--- src/logic/sdg_pkg.sv ---
// shared constants and types for the socket detect and global control block
package sdg_pkg;

  localparam int unsigned SDG_ADDR_W = 12;
  localparam int unsigned SDG_DATA_W = 8;

  localparam logic [SDG_ADDR_W-1:0] SDG_DETECT_OFFSET = 12'h816;
  localparam logic [SDG_ADDR_W-1:0] SDG_GLOBAL_OFFSET = 12'h81e;

  // card detect and general control bit positions
  localparam int unsigned SDG_DET_SENSE_TWO_BIT = 7;
  localparam int unsigned SDG_DET_SENSE_ONE_BIT = 6;
  localparam int unsigned SDG_DET_SW_IRQ_BIT = 5;
  localparam int unsigned SDG_DET_RESUME_BIT = 4;
  localparam int unsigned SDG_DET_REMOVAL_BIT = 1;

  // global control bit positions
  localparam int unsigned SDG_GLB_SPARE_BIT = 4;
  localparam int unsigned SDG_GLB_HOST_LVL_BIT = 3;
  localparam int unsigned SDG_GLB_CLEAR_BIT = 2;
  localparam int unsigned SDG_GLB_CSC_LVL_BIT = 1;
  localparam int unsigned SDG_GLB_PWRDN_BIT = 0;

  localparam logic [SDG_DATA_W-1:0] SDG_READ_IDLE = 8'h00;
  localparam logic [1:0] SDG_DETECT_BOTH_PRESENT = 2'h0;
  // cycles after reset before detect history counts; covers the synchroniser delay
  localparam logic [2:0] SDG_SETTLE_CYCLES = 3'h6;

  typedef struct packed {
    logic detect_resume_enable;
    logic removal_register_reset;
  } sdg_detect_ctl_t;

  typedef struct packed {
    logic spare;
    logic host_irq_level_select;
    logic flag_clear_method;
    logic status_change_irq_level_select;
    logic socket_power_down;
  } sdg_global_ctl_t;

  localparam sdg_detect_ctl_t SDG_DETECT_CTL_RESET = 2'h0;
  localparam sdg_global_ctl_t SDG_GLOBAL_CTL_RESET = 5'h00;

endpackage

--- src/logic/sdg_sync3.sv ---
// three-stage pin synchroniser with agreement filter
`timescale 1ns/1ps
module sdg_sync3
  import sdg_pkg::*;
#(
  parameter int unsigned WIDTH = 2
) (
  input wire logic clock_in,
  input wire logic rst_n_in,
  input wire logic [WIDTH-1:0] pin_in,
  output logic [WIDTH-1:0] level_out
);

  logic [WIDTH-1:0] stage1_reg;
  logic [WIDTH-1:0] stage2_reg;
  logic [WIDTH-1:0] stage3_reg;
  logic [WIDTH-1:0] level_reg;

  genvar i;
  generate
    for (i = 0; i < WIDTH; i++) begin : g_bit
      always_ff @(posedge clock_in) begin
        if (!rst_n_in) begin
          stage1_reg[i] <= 1'b0;
          stage2_reg[i] <= 1'b0;
          stage3_reg[i] <= 1'b0;
          level_reg[i] <= 1'b0;
        end else begin
          stage1_reg[i] <= pin_in[i];
          stage2_reg[i] <= stage1_reg[i];
          stage3_reg[i] <= stage2_reg[i];
          // stage1 is seen only by stage2; a change counts once 2 and 3 agree
          if (stage2_reg[i] == stage3_reg[i]) begin
            level_reg[i] <= stage3_reg[i];
          end
        end
      end
    end
  endgenerate

  assign level_out = level_reg;

endmodule

--- src/logic/sdg_detect_events.sv ---
// card detect change and removal event detector
`timescale 1ns/1ps
module sdg_detect_events
  import sdg_pkg::*;
(
  input wire logic clock_in,
  input wire logic rst_n_in,
  input wire logic [1:0] detect_level_in,
  output logic change_out,
  output logic removal_out
);

  logic [1:0] prev_reg;
  logic [2:0] settle_reg;
  logic primed;
  logic change_reg;
  logic removal_reg;
  logic change_next;
  logic removal_next;

  // the synchronisers leave reset at zero, which reads as a seated card; events
  // wait until the first real pin level has come through, so an empty socket
  // at reset does not look like a removal
  assign primed = (settle_reg == SDG_SETTLE_CYCLES);
  assign change_next = primed && (detect_level_in != prev_reg);
  assign removal_next = primed && (prev_reg == SDG_DETECT_BOTH_PRESENT) &&
                        (detect_level_in != SDG_DETECT_BOTH_PRESENT);

  always_ff @(posedge clock_in) begin
    if (!rst_n_in) begin
      prev_reg <= 2'h0;
      settle_reg <= 3'h0;
      change_reg <= 1'b0;
      removal_reg <= 1'b0;
    end else begin
      prev_reg <= detect_level_in;
      if (!primed) begin
        settle_reg <= settle_reg + 3'h1;
      end
      change_reg <= change_next;
      removal_reg <= removal_next;
    end
  end

  assign change_out = change_reg;
  assign removal_out = removal_reg;

endmodule

--- src/logic/sdg_socket_ctrl.sv ---
// socket card detect / general control and global control registers
`timescale 1ns/1ps
module sdg_socket_ctrl
  import sdg_pkg::*;
(
  input wire logic clock_in,
  input wire logic rst_n_in,
  input wire logic [SDG_ADDR_W-1:0] reg_addr_in,
  input wire logic reg_write_in,
  input wire logic reg_read_in,
  input wire logic [SDG_DATA_W-1:0] reg_wdata_in,
  output logic [SDG_DATA_W-1:0] reg_rdata_out,
  input wire logic voltage_sense_first_in,
  input wire logic voltage_sense_second_in,
  input wire logic card_present_input_a_in,
  input wire logic card_present_input_b_in,
  input wire logic detect_change_irq_enable_in,
  input wire logic status_flag_clear_in,
  input wire logic card_cycle_active_in,
  input wire logic card_dma_request_in,
  input wire logic card_irq_in,
  output logic ring_indicate_output_out,
  output logic sw_detect_irq_out,
  output logic removal_reset_out,
  output logic card_drive_enable_out,
  output logic card_dma_request_out,
  output logic card_irq_out,
  output logic host_irq_level_select_out,
  output logic flag_clear_method_out,
  output logic status_change_irq_level_select_out,
  output logic socket_power_down_out
);

  ////////////////////////////////////////////////////////////////////////
  // pin synchronisers and detect events

  logic [1:0] sense_level;
  logic [1:0] detect_level;
  logic [1:0] event_level;
  logic detect_change;
  logic card_removed;

  sdg_sync3 #(.WIDTH(2)) u_sense_sync (
    .clock_in(clock_in),
    .rst_n_in(rst_n_in),
    .pin_in({voltage_sense_second_in, voltage_sense_first_in}),
    .level_out(sense_level)
  );

  sdg_sync3 #(.WIDTH(2)) u_detect_sync (
    .clock_in(clock_in),
    .rst_n_in(rst_n_in),
    .pin_in({card_present_input_b_in, card_present_input_a_in}),
    .level_out(detect_level)
  );

  sdg_sync3 #(.WIDTH(2)) u_event_sync (
    .clock_in(clock_in),
    .rst_n_in(rst_n_in),
    .pin_in({card_irq_in, card_dma_request_in}),
    .level_out(event_level)
  );

  sdg_detect_events u_events (
    .clock_in(clock_in),
    .rst_n_in(rst_n_in),
    .detect_level_in(detect_level),
    .change_out(detect_change),
    .removal_out(card_removed)
  );

  ////////////////////////////////////////////////////////////////////////
  // register decode

  sdg_detect_ctl_t detect_ctl_reg;
  sdg_detect_ctl_t detect_ctl_next;
  sdg_global_ctl_t global_ctl_reg;
  sdg_global_ctl_t global_ctl_next;
  logic [SDG_DATA_W-1:0] rdata_reg;
  logic [SDG_DATA_W-1:0] rdata_next;
  logic [SDG_DATA_W-1:0] detect_view;
  logic [SDG_DATA_W-1:0] global_view;
  logic hit_detect;
  logic hit_global;
  logic write_detect;
  logic write_global;

  assign hit_detect = (reg_addr_in == SDG_DETECT_OFFSET);
  assign hit_global = (reg_addr_in == SDG_GLOBAL_OFFSET);
  assign write_detect = reg_write_in && hit_detect;
  assign write_global = reg_write_in && hit_global;

  assign detect_ctl_next = write_detect ?
    sdg_detect_ctl_t'{detect_resume_enable: reg_wdata_in[SDG_DET_RESUME_BIT],
      removal_register_reset: reg_wdata_in[SDG_DET_REMOVAL_BIT]} :
    detect_ctl_reg;
  assign global_ctl_next = write_global ?
    sdg_global_ctl_t'{spare: reg_wdata_in[SDG_GLB_SPARE_BIT],
      host_irq_level_select: reg_wdata_in[SDG_GLB_HOST_LVL_BIT],
      flag_clear_method: reg_wdata_in[SDG_GLB_CLEAR_BIT],
      status_change_irq_level_select: reg_wdata_in[SDG_GLB_CSC_LVL_BIT],
      socket_power_down: reg_wdata_in[SDG_GLB_PWRDN_BIT]} :
    global_ctl_reg;

  // sense bits are live pin levels; software irq bit is write-only
  always_comb begin
    detect_view = SDG_READ_IDLE;
    detect_view[SDG_DET_SENSE_TWO_BIT] = sense_level[1];
    detect_view[SDG_DET_SENSE_ONE_BIT] = sense_level[0];
    detect_view[SDG_DET_RESUME_BIT] = detect_ctl_reg.detect_resume_enable;
    detect_view[SDG_DET_REMOVAL_BIT] = detect_ctl_reg.removal_register_reset;
  end

  always_comb begin
    global_view = SDG_READ_IDLE;
    global_view[SDG_GLB_SPARE_BIT] = global_ctl_reg.spare;
    global_view[SDG_GLB_HOST_LVL_BIT] = global_ctl_reg.host_irq_level_select;
    global_view[SDG_GLB_CLEAR_BIT] = global_ctl_reg.flag_clear_method;
    global_view[SDG_GLB_CSC_LVL_BIT] = global_ctl_reg.status_change_irq_level_select;
    global_view[SDG_GLB_PWRDN_BIT] = global_ctl_reg.socket_power_down;
  end

  // unmapped reads answer zero; read data holds until the next read
  assign rdata_next = !reg_read_in ? rdata_reg :
                      hit_detect ? detect_view :
                      hit_global ? global_view : SDG_READ_IDLE;

  ////////////////////////////////////////////////////////////////////////
  // detect side effects

  logic sw_irq_reg;
  logic sw_irq_next;
  logic ring_low_reg;
  logic ring_low_next;
  logic removal_reset_reg;
  logic removal_reset_next;

  // a software request with the detect interrupt disabled is dropped
  assign sw_irq_next = write_detect && reg_wdata_in[SDG_DET_SW_IRQ_BIT] &&
                       detect_change_irq_enable_in;

  // a new change arriving with the clear wins, so no resume is lost
  assign ring_low_next =
    (detect_ctl_reg.detect_resume_enable && detect_change) ? 1'b1 :
    status_flag_clear_in ? 1'b0 : ring_low_reg;

  // the removal reset leaves this block's own settings untouched
  assign removal_reset_next = card_removed &&
                              detect_ctl_reg.removal_register_reset;

  ////////////////////////////////////////////////////////////////////////
  // registers

  always_ff @(posedge clock_in) begin
    if (!rst_n_in) begin
      detect_ctl_reg <= SDG_DETECT_CTL_RESET;
      global_ctl_reg <= SDG_GLOBAL_CTL_RESET;
      rdata_reg <= SDG_READ_IDLE;
      sw_irq_reg <= 1'b0;
      ring_low_reg <= 1'b0;
      removal_reset_reg <= 1'b0;
    end else begin
      detect_ctl_reg <= detect_ctl_next;
      global_ctl_reg <= global_ctl_next;
      rdata_reg <= rdata_next;
      sw_irq_reg <= sw_irq_next;
      ring_low_reg <= ring_low_next;
      removal_reset_reg <= removal_reset_next;
    end
  end

  ////////////////////////////////////////////////////////////////////////
  // outputs

  assign reg_rdata_out = rdata_reg;
  assign ring_indicate_output_out = !ring_low_reg;
  assign sw_detect_irq_out = sw_irq_reg;
  assign removal_reset_out = removal_reset_reg;
  assign host_irq_level_select_out = global_ctl_reg.host_irq_level_select;
  assign flag_clear_method_out = global_ctl_reg.flag_clear_method;
  assign status_change_irq_level_select_out =
    global_ctl_reg.status_change_irq_level_select;
  assign socket_power_down_out = global_ctl_reg.socket_power_down;

  // outputs float in power down except while a card cycle runs
  assign card_drive_enable_out = !global_ctl_reg.socket_power_down ||
                                 card_cycle_active_in;
  // requests pass whatever the power state; only accesses wake the card
  assign card_dma_request_out = event_level[0];
  assign card_irq_out = event_level[1];
endmodule

--- config.mk ---
export PLATFORM = sky130hd
export DESIGN_NAME = sdg_socket_ctrl
export DESIGN_NICKNAME = d
export VERILOG_FILES = /design/src/logic/sdg_pkg.sv /design/src/logic/sdg_sync3.sv /design/src/logic/sdg_detect_events.sv /design/src/logic/sdg_socket_ctrl.sv
export SDC_FILE = /design/constraint.sdc
export NUM_CORES = 1
export LEC_CHECK = 0
export BUFFER_PORTS_ARGS = -buffer_cell sky130_fd_sc_hd__buf_4
export CAP_MARGIN = 25
export CELL_PAD_IN_SITES_DETAIL_PLACEMENT = 2
export CELL_PAD_IN_SITES_GLOBAL_PLACEMENT = 2
export CORE_ASPECT_RATIO = 1.25
export CORE_MARGIN = 2
export CORE_UTILIZATION = 27
export DETAILED_ROUTE_END_ITERATION = 12
export PLACE_DENSITY_LB_ADDON = 0.1
export SYNTH_ARGS = -nofsm -noshare
export SYNTH_HDL_FRONTEND = slang
export SYNTH_SLANG_ARGS = --single-unit
--- constraint.sdc ---
create_clock -name clock_in -period 1 [get_ports clock_in]
set_input_delay 0.05 -clock clock_in [delete_from_list [all_inputs] [get_ports clock_in]]
set_output_delay 0.05 -clock clock_in [all_outputs]
set_load 0.01 [all_outputs]
==> results.json <==
{
  "clock_path_buffers": 2,
  "fillers": 718,
  "power_uw": 3430,
  "multiInputGateArea_sq_um": 718,
  "max-vdd-ir-drop_mv": 0.858,
  "cp_cell_sequence": "inv_2 -> ha_4 -> nand2_4 -> xnor2_1 -> and2_1",
  "antenna_found_initial": 0,
  "vias": 1391,
  "maxCapViolCount": 0,
  "ys_seq_area_share_pct": 56.2,
  "synth_seq_cells": 48,
  "portBuffers": 47,
  "skew_ps": 10.2,
  "period_share_pct": 98.3,
  "syn_area_sq_um": 1710,
  "gp_congestion": 0.733,
  "regArea_sq_um": 965,
  "hold_class": "primary input to register",
  "dp.cells": 301,
  "grt_first_pass_wirelength_mm": 6.36,
  "clk_latency_ps": 290,
  "hold_end": "flag_clear_method_out$_SDFFE_PN0P_",
  "rr_startpoint": "u_events.settle_reg[0]$_SDFFE_PN0N_",
  "cts-buffers-inserted": 5,
  "diodes": 0,
  "clock_sinks": 48,
  "worstSetupPathType": "register to register",
  "num_rows": 32,
  "crit_start": "u_events.settle_reg[0]$_SDFFE_PN0N_",
  "clk_pin_slew_ps": 90,
  "rsz0062_at_grt": "true",
  "synth-edff-count": 0,
  "power_density_nw_per_um2": 1430,
  "yosys_warnings": 0,
  "syn_nets": 206,
  "grt_max_degree": 37,
  "synth.avg_cell_area_sq_um": 9.99,
  "fin_crit_ps": 983,
  "dieArea_sq_um": 6990,
  "drv_slew": 0,
  "grt_use_total_pct": 11.9,
  "fmax_ghz": 1.02,
  "yosys.area_share.simple_pct": 23.4,
  "yosys-top-cells-area": "dfxtp_1 (56%), and2_1 (8.4%), nand2_1 (6.8%)",
  "critPathArrivalTime_ps": 1170,
  "largest_reg_flops": 7,
  "wire_per_inst_um": 12.1,
  "synthMuxAreaShare_pct": 5.27,
  "pwr-share-clk_pct": 33.9,
  "slowest_stage": "dfxtp_2",
  "combinationalPowerShare_pct": 8.5,
  "yosysTopAreaCellShare_pct": 56.2,
  "syn2layout_area_growth_pct": 39.9,
  "synth-xor-area-share_pct": 1.54,
  "cp_max_fo": 4,
  "finalHoldViolCount": 0,
  "p_int_uw": 2690,
  "hp-start": "reg_wdata_in[2]",
  "drt_wl_total_mm": 3.85,
  "netSwitchingPower_uw": 740,
  "synthDistinctLibCells": 28,
  "p_leak_uw": 0.000990,
  "placed_cell_area_sq_um": 2180,
  "syn_inst": 171,
  "synthArstFlopShare_pct": 0,
  "synthAdderAreaFrac_pct": 1.46,
  "first_iter_violations": 11,
  "initial_core_util_pct": 27.7,
  "r2r-end": "u_events.settle_reg[0]$_SDFFE_PN0N_",
  "start_kind": "register",
  "worst_r2r_path_depth": 5,
  "drive_gt1_share_pct": 32.2,
  "min_delay_path_depth": 3,
  "p_sw_share_pct": 21.6,
  "layout.nets": 267,
  "required_ps": 1190,
  "hold_slack_ps": 11.1,
  "vias_per_cell": 4.37,
  "yosysTopAreaCell": "dfxtp_1",
  "seqPwrFrac_pct": 57.6,
  "h-tree-depth": 2,
  "rrSetupSlack_ps": 20,
  "cts_tree": "done",
  "drt-pass1-iter-count": 2,
  "synth_compound_area_share_pct": 8.27,
  "fin_area_sq_um": 2390,
  "dieWidth_um": 75.2,
  "status": "completed",
  "die_h_um": 93.0,
  "crit_path_max_incr_delay_ps": 330,
  "io_pins": 51,
  "setup_viol": 0,
  "drtAntennaViolNets": 0,
  "ys.flop_type": "dfxtp_1",
  "end_kind": "register",
  "synth_top_family_by_area": "simple AND/OR/NAND/NOR gates",
  "stdcell_count": 318,
  "dpl.hpwl_mm": 3.02,
  "clockRootBuffer": "clkbuf_8",
  "grt_pass1_vias": 1452,
  "coreArea_sq_um": 6170,
  "grt_remaining_overflow": 0,
  "drc": 0
}
## layer usage
layer	GRT usage (%)	up-vias	part of all wire, %
met2	22.3	35	56
met4	4.39	0	0.88
li1	-	678	-
met3	3.16	2	5.9
met1	12.1	676	37
met5	0	-	0
## critical path: cells and delay by family (launching register included)
| kind | cells | cell delay, ps |
|---|---|---|
| DFF | 1 | 330 |
| adders and majority gates | 1 | 140 |
| xor gates and xnor gates | 1 | 130 |
| and+or+nand+nor | 2 | 200 |
| buffers and inverters | 1 | 70 |
## worst max path at each step
stage,endpoint,slack (ps),depth (start not counted)
floorplan,u_events.settle_reg[0]$_SDFFE_PN0N_,20,5
global placement,socket_power_down_out$_SDFFE_PN0P_,-50,4
detailed placement,global_ctl_reg[4]$_SDFFE_PN0P_,-80,4
CTS,u_events.settle_reg[2]$_SDFFE_PN0N_,-2,4
global route,u_events.settle_reg[0]$_SDFFE_PN0N_,-50,5
finish,u_events.settle_reg[0]$_SDFFE_PN0N_,20,5
## power groups by stage
stage	logic [uW]	registers [uW]	clock network [uW]
after floorplan	112	2010	0
after global placement	241	2010	0
after detailed placement	256	2020	0
after CTS	295	1980	1230
after global routing	322	1990	1310
final	291	1980	1160
## cells by family (layout without fill, tap and decap cells)
logic type | after synthesis | count (layout)
AOI/OAI and AO/OA | 24 | 24
xor gates and xnor gates | 3 | 3
adders and majority gates | 2 | 2
buffers and inverters | 11 | 73
DFF | 48 | 48
muxes | 9 | 9
other | 1 | 1
and+or+nand+nor | 73 | 73
## cells in the final DEF, fill, tap and decap left out, types with 2 or more instances in the layout
master         instances
and4bb_2               2
nand4_1                3
nor2_1                 2
a21boi_0               6
dfxtp_1               45
inv_1                  2
xnor2_1                3
dfxtp_2                3
mux2i_1                9
and2_1                23
nand3_1                2
nor2b_1                2
o21ai_0               14
dlygate4sd3_1          8
nand2_1               30
clkbuf_8               6
clkinv_2               2
buf_4                 53
nand2b_1               3
## metrics by stage
step                      worst slack [ps]  setup TNS, ps  util, %
after floorplan                       18.4              0        -
final                                 17.1              0     38.8
after detailed placement             -84.1           -872     35.3
after CTS                            -1.86          -1.86     38.6
after global placement               -52.0           -369     35.3
after global routing                 -45.2          -81.2     38.8
## area by class of cell
class | instances | share of cell area [%]
repair buffers | 62 | 20.8
clock buffers | 6 | 3.45
well taps | 85 | 4.45
clock inverters | 2 | 0.419
flip-flops and latches | 48 | 40.3
multi-input cells | 112 | 30.0
inverters | 3 | 0.471
## cell usage after synthesis (all sizes together), types with 3 or more instances
cell type,instances
xnor2,3
o21ai,15
nand4,3
nand2b,3
mux2i,9
dfxtp,48
clkbuf,3
a21boi,6
nand2,31
and2,24
buf,5
inv,3
## timing repair
item	4_1_cts	5_1_grt
gates resized for setup	6	3
hold buffers	8	0
hold endpoints to repair	8	0
setup endpoints to repair	5	3
pin swaps	3	0
setup buffers	1	0
No activity file was read; power rests on OpenSTA's default activity.
